`src/cbs_exec_regs.vh`:
```
// Register offsets, field positions, opcodes and cycle counts of the execution block
`ifndef CBS_EXEC_REGS_VH
`define CBS_EXEC_REGS_VH

// ----------------------------------------------------------------
// Register byte offsets
// ----------------------------------------------------------------
`define CBS_OFS_CTRL      8'h00
`define CBS_OFS_OPERAND   8'h04
`define CBS_OFS_PC        8'h08
`define CBS_OFS_SREG      8'h0C
`define CBS_OFS_SEL       8'h10
`define CBS_OFS_DATA      8'h14
`define CBS_OFS_STATUS    8'h18

// ----------------------------------------------------------------
// Field positions
// ----------------------------------------------------------------
`define CBS_CTRL_OP_MSB   3
`define CBS_CTRL_START    4
`define CBS_OPND_IDX_MSB  4
`define CBS_OPND_BIT_LSB  8
`define CBS_OPND_BIT_MSB  10
`define CBS_OPND_K_LSB    16
`define CBS_SEL_IO        5
`define CBS_STAT_BUSY     0
`define CBS_STAT_TAKEN    1
`define CBS_STAT_ILLEGAL  2
`define CBS_STAT_CYC_LSB  4
`define CBS_STAT_CYC_MSB  5

// Status flag positions
`define CBS_F_C           0
`define CBS_F_Z           1
`define CBS_F_N           2
`define CBS_F_V           3
`define CBS_F_S           4
`define CBS_F_H           5
`define CBS_F_T           6
`define CBS_F_I           7

// ----------------------------------------------------------------
// Operation codes
// ----------------------------------------------------------------
`define CBS_OP_BR_OVF_CLR 4'h0
`define CBS_OP_BR_INT_EN  4'h1
`define CBS_OP_BR_INT_DIS 4'h2
`define CBS_OP_IO_SET     4'h3
`define CBS_OP_IO_CLR     4'h4
`define CBS_OP_SH_LEFT    4'h5
`define CBS_OP_SH_RIGHT   4'h6
`define CBS_OP_RT_LEFT    4'h7
`define CBS_OP_RT_RIGHT   4'h8
`define CBS_OP_SH_ARITH   4'h9
`define CBS_OP_SWAP       4'hA

// ----------------------------------------------------------------
// Reset values and cycle counts
// ----------------------------------------------------------------
`define CBS_RST_SREG      8'h00
`define CBS_CYC_ONE       2'h1
`define CBS_CYC_TWO       2'h2

`endif

```
`src/cbs_exec_top.v`:
```
// Branch, I/O bit and shift execution unit with an APB register slave
//
// Overview of operation
// (RQ1) Branch on overflow clear: program counter plus offset plus one; 1 or 2 cycles.
// (RQ2) Branch if interrupts enabled: taken when I is one; 1 or 2 cycles.
// (RQ3) Branch if interrupts disabled: taken when I is zero; 1 or 2 cycles.
// (RQ4) These branches leave every status flag unchanged.
// (RQ5) I/O bit set forces the chosen bit to one; flags kept; two cycles.
// (RQ6) I/O bit clear forces the chosen bit to zero; flags kept; two cycles.
// (RQ7) Logical left shift, zero into bit 0; Z C N V updated; one cycle.
// (RQ8) Logical right shift, zero into bit 7; Z C N V updated; one cycle.
// (RQ9) Rotate left through carry; old bit 7 to carry; Z C N V; one cycle.
// (RQ10) Rotate right through carry; old bit 0 to carry; Z C N V; one cycle.
// (RQ11) Arithmetic right shift moves bits 1..7 down; Z C N V; one cycle.
// (RQ12) Nibble swap exchanges halves in one cycle; flags unchanged.
// (RQ13) Arithmetic right shift keeps bit 7; bit 0 goes to carry.
// (RQ14) Branch offset is signed word count added to incremented counter.
`timescale 1ns/100ps
`include "cbs_exec_regs.vh"

module cbs_exec_top
#(
  parameter PC_W   = 16,
  parameter K_W    = 7,
  parameter NREG   = 32,
  parameter NIO    = 32
)
(
  input  wire        pclk,
  input  wire        presetn,
  input  wire        psel,
  input  wire        penable,
  input  wire        pwrite,
  input  wire [7:0]  paddr,
  input  wire [31:0] pwdata,
  output reg  [31:0] prdata,
  output reg         pready,
  output reg         pslverr,
  output reg         exec_busy
);

  // ----------------------------------------------------------------
  // States
  // ----------------------------------------------------------------
  localparam ST_IDLE = 3'b001;
  localparam ST_EX1  = 3'b010;
  localparam ST_EX2  = 3'b100;

  // ----------------------------------------------------------------
  // Storage
  // ----------------------------------------------------------------
  reg  [7:0]      rf [0:NREG-1];
  reg  [7:0]      io [0:NIO-1];
  reg  [2:0]      state;
  reg  [2:0]      next_state;
  reg  [3:0]      op;
  reg  [4:0]      idx;
  reg  [2:0]      bit_sel;
  reg  [K_W-1:0]  k;
  reg  [PC_W-1:0] program_counter;
  reg  [7:0]      sreg;
  reg  [5:0]      sel;
  reg  [7:0]      io_tmp;
  reg             last_taken;
  reg             illegal;
  reg  [1:0]      cycles;
  integer         i;

  // ----------------------------------------------------------------
  // Bus decode
  // ----------------------------------------------------------------
  wire        setup;
  wire        wr_en;
  wire        hit;
  wire        idle;
  reg  [31:0] rd_mux;

  assign setup = psel & ~penable;
  assign wr_en = psel & penable & pready & pwrite & ~pslverr;
  assign idle  = state[0];
  assign hit   = (paddr == `CBS_OFS_CTRL) | (paddr == `CBS_OFS_OPERAND) |
                 (paddr == `CBS_OFS_PC) | (paddr == `CBS_OFS_SREG) |
                 (paddr == `CBS_OFS_SEL) | (paddr == `CBS_OFS_DATA) |
                 (paddr == `CBS_OFS_STATUS);

  wire [7:0] sel_data;
  assign sel_data = sel[`CBS_SEL_IO] ? io[sel[4:0]] : rf[sel[4:0]];

  always @*
  begin
    rd_mux = 32'h0000_0000;
    case (paddr)
      `CBS_OFS_CTRL:
        rd_mux[`CBS_CTRL_OP_MSB:0] = op;
      `CBS_OFS_OPERAND:
      begin
        rd_mux[`CBS_OPND_IDX_MSB:0]                 = idx;
        rd_mux[`CBS_OPND_BIT_MSB:`CBS_OPND_BIT_LSB] = bit_sel;
        rd_mux[`CBS_OPND_K_LSB+K_W-1:`CBS_OPND_K_LSB] = k;
      end
      `CBS_OFS_PC:
        rd_mux[PC_W-1:0] = program_counter;
      `CBS_OFS_SREG:
        rd_mux[7:0] = sreg;
      `CBS_OFS_SEL:
        rd_mux[5:0] = sel;
      `CBS_OFS_DATA:
        rd_mux[7:0] = sel_data;
      `CBS_OFS_STATUS:
      begin
        rd_mux[`CBS_STAT_BUSY]    = ~idle;
        rd_mux[`CBS_STAT_TAKEN]   = last_taken;
        rd_mux[`CBS_STAT_ILLEGAL] = illegal;
        rd_mux[`CBS_STAT_CYC_MSB:`CBS_STAT_CYC_LSB] = cycles;
      end
      default:
        rd_mux = 32'h0000_0000;
    endcase
  end

  // ----------------------------------------------------------------
  // APB answer: one cycle access phase, all outputs registered
  // ----------------------------------------------------------------
  always @(posedge pclk or negedge presetn)
  begin
    if (!presetn)
    begin
      pready  <= 1'b0;
      pslverr <= 1'b0;
      prdata  <= 32'h0000_0000;
    end
    else
    begin
      pready  <= setup;
      pslverr <= setup & ~hit;
      if (setup && !pwrite && hit)
        prdata <= rd_mux;
      else if (setup)
        prdata <= 32'h0000_0000;
    end
  end

  // ----------------------------------------------------------------
  // Datapath units
  // ----------------------------------------------------------------
  wire [7:0]      sh_dout;
  wire            sh_c;
  wire            sh_z;
  wire            sh_n;
  wire            sh_v;
  wire            sh_upd;
  wire            br_taken;
  wire            br_is;
  wire [PC_W-1:0] br_next;

  cbs_shift_unit u_shift
  (
    .op        (op),
    .din       (rf[idx]),
    .cin       (sreg[`CBS_F_C]),
    .dout      (sh_dout),
    .c_out     (sh_c),
    .z_out     (sh_z),
    .n_out     (sh_n),
    .v_out     (sh_v),
    .flags_upd (sh_upd)
  );

  cbs_branch_unit #(
    .PC_W (PC_W),
    .K_W  (K_W)
  ) u_branch
  (
    .op        (op),
    .pc        (program_counter),
    .k         (k),
    .sreg      (sreg),
    .taken     (br_taken),
    .is_branch (br_is),
    .next_pc   (br_next)
  );

  wire is_io;
  wire is_shift;
  wire start;

  assign is_io    = (op == `CBS_OP_IO_SET) | (op == `CBS_OP_IO_CLR);
  assign is_shift = (op == `CBS_OP_SH_LEFT) | (op == `CBS_OP_SH_RIGHT) |
                    (op == `CBS_OP_RT_LEFT) | (op == `CBS_OP_RT_RIGHT) |
                    (op == `CBS_OP_SH_ARITH) | (op == `CBS_OP_SWAP);
  assign start    = wr_en & (paddr == `CBS_OFS_CTRL) & pwdata[`CBS_CTRL_START] & idle;

  // ----------------------------------------------------------------
  // Sequencer
  // ----------------------------------------------------------------
  always @*
  begin
    case (state)
      ST_IDLE:
        next_state = start ? ST_EX1 : ST_IDLE;
      ST_EX1:
      begin
        if ((br_is && br_taken) || is_io)
          next_state = ST_EX2; // RQ1 RQ2 RQ3 RQ5 RQ6
        else
          next_state = ST_IDLE;
      end
      ST_EX2:
        next_state = ST_IDLE;
      default:
        next_state = ST_IDLE;
    endcase
  end

  always @(posedge pclk or negedge presetn)
  begin
    if (!presetn)
    begin
      state     <= ST_IDLE;
      exec_busy <= 1'b0;
    end
    else
    begin
      state     <= next_state;
      exec_busy <= ~next_state[0];
    end
  end

  // ----------------------------------------------------------------
  // Architectural state: counter, flags, register file, I/O space
  // ----------------------------------------------------------------
  always @(posedge pclk or negedge presetn)
  begin
    if (!presetn)
    begin
      op              <= 4'h0;
      idx             <= 5'h00;
      bit_sel         <= 3'h0;
      k               <= {K_W{1'b0}};
      program_counter <= {PC_W{1'b0}};
      sreg            <= `CBS_RST_SREG;
      sel             <= 6'h00;
      io_tmp          <= 8'h00;
      last_taken      <= 1'b0;
      illegal         <= 1'b0;
      cycles          <= 2'h0;
      for (i = 0; i < NREG; i = i + 1)
        rf[i] <= 8'h00;
      for (i = 0; i < NIO; i = i + 1)
        io[i] <= 8'h00;
    end
    else
    begin
      // Software writes; all registers but sel are frozen while busy
      if (wr_en && idle)
      begin
        case (paddr)
          `CBS_OFS_CTRL:
            op <= pwdata[`CBS_CTRL_OP_MSB:0];
          `CBS_OFS_OPERAND:
          begin
            idx     <= pwdata[`CBS_OPND_IDX_MSB:0];
            bit_sel <= pwdata[`CBS_OPND_BIT_MSB:`CBS_OPND_BIT_LSB];
            k       <= pwdata[`CBS_OPND_K_LSB+K_W-1:`CBS_OPND_K_LSB];
          end
          `CBS_OFS_PC:
            program_counter <= pwdata[PC_W-1:0];
          `CBS_OFS_SREG:
            sreg <= pwdata[7:0];
          `CBS_OFS_DATA:
          begin
            if (sel[`CBS_SEL_IO])
              io[sel[4:0]] <= pwdata[7:0];
            else
              rf[sel[4:0]] <= pwdata[7:0];
          end
          default:
            sel <= sel;
        endcase
      end
      if (wr_en && paddr == `CBS_OFS_SEL)
        sel <= pwdata[5:0];

      case (state)
        ST_IDLE:
        begin
          if (start)
          begin
            last_taken <= 1'b0;
            illegal    <= 1'b0;
          end
        end
        ST_EX1:
        begin
          if (br_is)
          begin
            program_counter <= br_next; // RQ1 RQ2 RQ3 RQ14
            last_taken      <= br_taken;
            cycles          <= br_taken ? `CBS_CYC_TWO : `CBS_CYC_ONE; // RQ1 RQ2 RQ3
            // Flags untouched on branches
            sreg            <= sreg; // RQ4
          end
          else if (is_io)
          begin
            io_tmp          <= io[idx];
            program_counter <= program_counter + {{(PC_W-1){1'b0}}, 1'b1};
            cycles          <= `CBS_CYC_TWO; // RQ5 RQ6
          end
          else if (is_shift)
          begin
            rf[idx]         <= sh_dout; // RQ7 RQ8 RQ9 RQ10 RQ11 RQ12
            program_counter <= program_counter + {{(PC_W-1){1'b0}}, 1'b1};
            cycles          <= `CBS_CYC_ONE; // RQ7 RQ8 RQ9 RQ10 RQ11 RQ12
            if (sh_upd)
            begin
              sreg[`CBS_F_C] <= sh_c; // RQ7 RQ8 RQ9 RQ10 RQ11 RQ13
              sreg[`CBS_F_Z] <= sh_z;
              sreg[`CBS_F_N] <= sh_n;
              sreg[`CBS_F_V] <= sh_v;
            end
          end
          else
          begin
            illegal <= 1'b1;
            cycles  <= `CBS_CYC_ONE;
          end
        end
        ST_EX2:
        begin
          // Second cycle of an I/O bit access writes back one bit only
          if (is_io)
          begin
            if (op == `CBS_OP_IO_SET)
              io[idx] <= io_tmp | (8'h01 << bit_sel); // RQ5
            else
              io[idx] <= io_tmp & ~(8'h01 << bit_sel); // RQ6
          end
        end
        default:
          cycles <= cycles;
      endcase
    end
  end

endmodule // cbs_exec_top

```
`src/cbs_shift_unit.v`:
```
// Shift, rotate and nibble-swap datapath with status flag results
`timescale 1ns/100ps
`include "cbs_exec_regs.vh"

module cbs_shift_unit
(
  input  wire [3:0] op,
  input  wire [7:0] din,
  input  wire       cin,
  output reg  [7:0] dout,
  output reg        c_out,
  output wire       z_out,
  output wire       n_out,
  output wire       v_out,
  output reg        flags_upd
);

  // ----------------------------------------------------------------
  // Result and carry
  // ----------------------------------------------------------------
  always @*
  begin
    dout      = din;
    c_out     = cin;
    flags_upd = 1'b1;
    case (op)
      `CBS_OP_SH_LEFT:
      begin
        dout  = {din[6:0], 1'b0}; // RQ7
        c_out = din[7];
      end
      `CBS_OP_SH_RIGHT:
      begin
        dout  = {1'b0, din[7:1]}; // RQ8
        c_out = din[0];
      end
      `CBS_OP_RT_LEFT:
      begin
        dout  = {din[6:0], cin}; // RQ9
        c_out = din[7];
      end
      `CBS_OP_RT_RIGHT:
      begin
        dout  = {cin, din[7:1]}; // RQ10
        c_out = din[0];
      end
      `CBS_OP_SH_ARITH:
      begin
        dout  = {din[7], din[7:1]}; // RQ11 RQ13
        c_out = din[0]; // RQ13
      end
      `CBS_OP_SWAP:
      begin
        dout      = {din[3:0], din[7:4]}; // RQ12
        flags_upd = 1'b0; // RQ12
      end
      default:
      begin
        flags_upd = 1'b0;
      end
    endcase
  end

  // Overflow is negative xor carry after the shift
  assign z_out = (dout == 8'h00);
  assign n_out = dout[7];
  assign v_out = dout[7] ^ c_out;

endmodule // cbs_shift_unit

```
`src/cbs_branch_unit.v`:
```
// Branch condition and target computation for flag-conditioned relative branches
`timescale 1ns/100ps
`include "cbs_exec_regs.vh"

module cbs_branch_unit
#(
  parameter PC_W = 16,
  parameter K_W  = 7
)
(
  input  wire [3:0]      op,
  input  wire [PC_W-1:0] pc,
  input  wire [K_W-1:0]  k,
  input  wire [7:0]      sreg,
  output reg             taken,
  output wire            is_branch,
  output wire [PC_W-1:0] next_pc
);

  wire [PC_W-1:0] k_ext;
  wire [PC_W-1:0] pc_inc;

  // ----------------------------------------------------------------
  // Condition
  // ----------------------------------------------------------------
  always @*
  begin
    case (op)
      `CBS_OP_BR_OVF_CLR: taken = ~sreg[`CBS_F_V]; // RQ1
      `CBS_OP_BR_INT_EN:  taken = sreg[`CBS_F_I];  // RQ2
      `CBS_OP_BR_INT_DIS: taken = ~sreg[`CBS_F_I]; // RQ3
      default:            taken = 1'b0;
    endcase
  end

  assign is_branch = (op == `CBS_OP_BR_OVF_CLR) | (op == `CBS_OP_BR_INT_EN) |
                     (op == `CBS_OP_BR_INT_DIS);

  // ----------------------------------------------------------------
  // Target: signed word offset added to the incremented counter
  // ----------------------------------------------------------------
  assign k_ext   = {{(PC_W-K_W){k[K_W-1]}}, k}; // RQ14
  assign pc_inc  = pc + {{(PC_W-1){1'b0}}, 1'b1};
  assign next_pc = taken ? pc_inc + k_ext : pc_inc; // RQ1 RQ2 RQ3 RQ14

endmodule // cbs_branch_unit

```
`config.mk`:
```
export PLATFORM = sky130hd
export DESIGN_NAME = cbs_exec_top
export DESIGN_NICKNAME = d
export VERILOG_FILES = /design/src/cbs_exec_top.v /design/src/cbs_shift_unit.v /design/src/cbs_branch_unit.v
export VERILOG_INCLUDE_DIRS = /design/src
export SDC_FILE = /design/constraint.sdc
export NUM_CORES = 2
export LEC_CHECK = 0
export BUFFER_PORTS_ARGS = -buffer_cell sky130_fd_sc_hd__buf_2
export CAP_MARGIN = 10
export CORE_ASPECT_RATIO = 1.1
export CORE_MARGIN = 2
export CORE_UTILIZATION = 40
export CTS_CLUSTER_DIAMETER = 60
export DETAILED_ROUTE_END_ITERATION = 10
export GPL_TIMING_DRIVEN = 0
export PLACE_DENSITY = 0.55
export SYNTH_ARGS = -nofsm -noshare
export SYNTH_HDL_FRONTEND = slang
export SYNTH_SLANG_ARGS = --single-unit
export TNS_END_PERCENT = 100
```
`constraint.sdc`:
```
create_clock -name pclk -period 3.7 [get_ports pclk]
set_clock_uncertainty 0.05 [all_clocks]
set_input_delay 0.74 -clock pclk [delete_from_list [all_inputs] [get_ports pclk]]
set_output_delay 0.74 -clock pclk [all_outputs]
set_load 0.03 [all_outputs]
```
==> impl_metrics.py <==
metrics = {
    "timing": {
        "fmax_mhz": 258,
        "finalHoldViolations": 0,
        "drv_slew": 0,
        "rsz0062_at_grt": "yes",
        "min_period_ns": 3.88,
        "post-route-period-util": 1.05,
        "finalWorstSetupSlack_ns": -0.183,
        "max-slew-margin-rel": 0.0423,
        "setup_viol": 78,
        "tightest_slew_ns": 1.44,
    },
    "global_routing": {
        "antenna_found_initial": 4,
        "grt_use_total": 0.374,
        "grt_max_degree": 115,
        "grt_pass1_wl_um": 258000,
        "grt-ovfl-total": 0,
        "first_global_vias": 32900,
    },
    "yosys": {
        "ys_warn_count": 0,
        "synth_edf_count": 0,
        "synthMuxAreaShare": 0.297,
        "synth-main-ff-cell": "dfrtp_1",
        "synth_top_family_by_area": "multiplexers",
        "synth_simple_gate_area_frac": 0.118,
        "synthAdderAreaFrac": 0.00613,
        "yosysSeqAreaShare": 0.397,
        "postSynthRegisterBits": 602,
        "synthXorXnorAreaFrac": 0.00576,
        "syn_inst": 3716,
        "avgSynthCellArea_sq_um": 10.2,
        "synth.cell_area_sq_um": 38000,
        "synth_compound_area_frac": 0.135,
        "synthDistinctLibCells": 86,
        "synthArstFlopShare": 1.00,
    },
    "min_path": {
        "hp-class": "in -> async",
    },
    "critical_path": {
        "timing.critical_path.buf_inv": 4,
        "crit_path_start_kind": "register",
        "slowest_stage": "nor2_1",
        "end_kind": "register",
        "worstPathCellList": "buf_2 -> buf_4 -> buf_2 -> buf_16 -> nor2_1 -> nand3_1 -> nor2_1 -> mux2i_1 -> a21oi_1",
        "worstSetupPathType": "reg -> reg",
        "crit_family": "simple AND/OR/NAND/NOR gates",
        "cp_data_required_time_ns": 4.19,
        "cpPeakStageDelay_ns": 1.20,
        "critical_path.max_fanout": 10,
        "reg2reg_slack_ns": -0.18,
        "cp.arrival_ns": 4.37,
    },
    "cells_and_area": {
        "design_area_sq_um": 44000,
        "area_growth_pct": 15.9,
        "fillers": 9037,
        "fin_cells": 5234,
        "final_nets": 3970,
        "final_cell_mix": "dfrtp_1, mux2i_1, a21oi_1",
        "mostFrequentLayoutCell": "dfrtp_1",
        "layout-drive-gt1-share": 0.198,
    },
    "place": {
        "place_inst": 5051,
        "post-dp-hpwl_um": 132000,
        "port_buffers": 53,
        "postPlaceCellArea_sq_um": 40200,
        "place.gp.congestion": 1.04,
    },
    "die": {
        "rows": 118,
        "die_h_um": 327,
        "coreArea_sq_um": 94200,
        "die_area_sq_um": 97400,
        "fp.dieW_um": 298,
        "initial_core_util": 0.403,
        "io_pins": 80,
    },
    "detailed_routing": {
        "firstDrtPassIters": 7,
        "drt_wl_total_um": 186000,
        "vias": 34900,
        "viasPerCell": 6.67,
        "wire_per_inst_um": 35.5,
        "drc": 0,
        "drtIter0Drc": 4961,
        "route.antenna.remaining_nets": 0,
    },
    "run": {
        "maxCapViolCount": 0,
    },
    "cts": {
        "root_buffer": "clkbuf_16",
        "cts_buffers": 80,
        "clock_sinks": 602,
        "clkTransAtPathRegs_ns": 0.07,
        "cts_tree": "done",
        "clockBufferDepth": 3,
        "ctsHtreeMaxLevel": 3,
        "clock_latency_ns": 0.69,
    },
    "run_status": {
        "violations": "setup timing",
        "status": "complete, but fails checks",
    },
    "power": {
        "p_leak_nw": 16.7,
        "ir_drop_v": 0.000402,
        "power_density_nw_per_um2": 349,
    },
}
[where the power goes]
part	internal, W	switching (W)	total [W]
logic	0.000112	0.000478	0.000590
clock network	0.00478	0.00341	0.00819
registers	0.00659	0.00000443	0.00659
total	0.0115	0.00389	0.0154
[metrics by stage]
stage / power [W] / hold slack, ns / setup WS (ns) / util / setup TNS, ns
3_5_place_dp: 0.00728 / 0.419 / -1.55 / 0.427 / -376.46
3_3_place_gp: 0.00727 / 0.411 / -11.98 / 0.423 / -7588.35
4_1_cts: 0.0154 / 0.0884 / 0.00294 / 0.463 / 0
2_1_floorplan: 0.00691 / 0.394 / 0.357 / - / 0
6_report: 0.0154 / 0.0310 / -0.183 / 0.467 / -5.99
5_1_grt: 0.0157 / 0.117 / -0.247 / 0.467 / -12.95
[area by class of cell]
| cell class | count | area [sq um] | share of cell area |
|---|---|---|---|
| Antenna cell | 5 | 12.5 | 0.000284 |
| Timing Repair Buffer | 108 | 913 | 0.0208 |
| Clock inverter | 37 | 459 | 0.0104 |
| Multi-Input combinational cell | 2772 | 21900 | 0.498 |
| Buffer | 329 | 1780 | 0.0403 |
| Inverter | 14 | 56.3 | 0.00128 |
| Sequential cell | 602 | 15100 | 0.342 |
| Tap cell | 1260 | 1580 | 0.0358 |
| Clock buffer | 107 | 2230 | 0.0508 |
[metal layers]
metal,vias to the layer above,part of all wire,track usage
met5,-,0.000054,0
met1,17600,0.38,0.483
li1,14100,-,-
met4,2,0.090,0.284
met2,2423,0.42,0.539
met3,724,0.11,0.0944
[worst paths after layout]
kind	cells after the start	end	start
hold reg to reg	2	prdata[0]	prdata[0]
max in group asynchronous	3	io[66]	presetn
min in group pclk	2	k[1]	pwdata[17]
setup reg to reg	9	io[252]	sel[0]
hold / removal	1	program_counter[12]	presetn
setup / recovery	9	io[252]	sel[0]
[registers in the layout, indices dropped and copies added, names as in the netlist, 2 cells and up]
register,flops
state,3
rf,256
io_tmp,8
bit_sel,3
sel,6
sreg,8
program_counter,16
cycles,2
idx,5
io,256
prdata,23
op,4
k,7
[synth_stat cells (all sizes together) (13+ instances only)]
master | count | share of area
a211oi | 41 | 0.0082
a21oi | 408 | 0.054
a221oi | 24 | 0.0055
a22o | 20 | 0.0046
a22oi | 70 | 0.014
and2 | 13 | 0.0021
and3 | 52 | 0.0086
buf | 111 | 0.018
clkbuf | 225 | 0.022
dfrtp | 601 | 0.40
ha | 17 | 0.0056
inv | 14 | 0.0014
mux2 | 69 | 0.020
mux2i | 563 | 0.15
mux4 | 216 | 0.13
nand2 | 326 | 0.032
nand3 | 33 | 0.0045
nand4 | 16 | 0.0026
nor2 | 440 | 0.045
nor3 | 28 | 0.0040
nor3b | 15 | 0.0032
o21ai | 194 | 0.026
o22ai | 47 | 0.0077
xor2 | 15 | 0.0035
[what timing repair did]
item,in CTS,in global routing
gates cloned,0,1
hold buffers,0,0
buffers inserted,30,10
resized for setup,143,91
endpoints found under the setup margin,459,354
pin swaps,18,7
[worst reg2reg max path: cells and delay by family, from the launching register on]
kind | cells | cell delay, ns
AOI/OAI and AO/OA | 1 | 0.09
and+or+nand+nor | 3 | 2.04
buffers and inverters | 4 | 0.93
DFF | 1 | 0.36
muxes | 1 | 0.29
[cells by family after synthesis]
logic type	Yosys count
simple gates	998
buf+inv	350
compound gates	874
fa+ha+maj	18
mux	848
flops	602
other cells	1
xor+xnor	25
(Power assumes the default switching activity.)
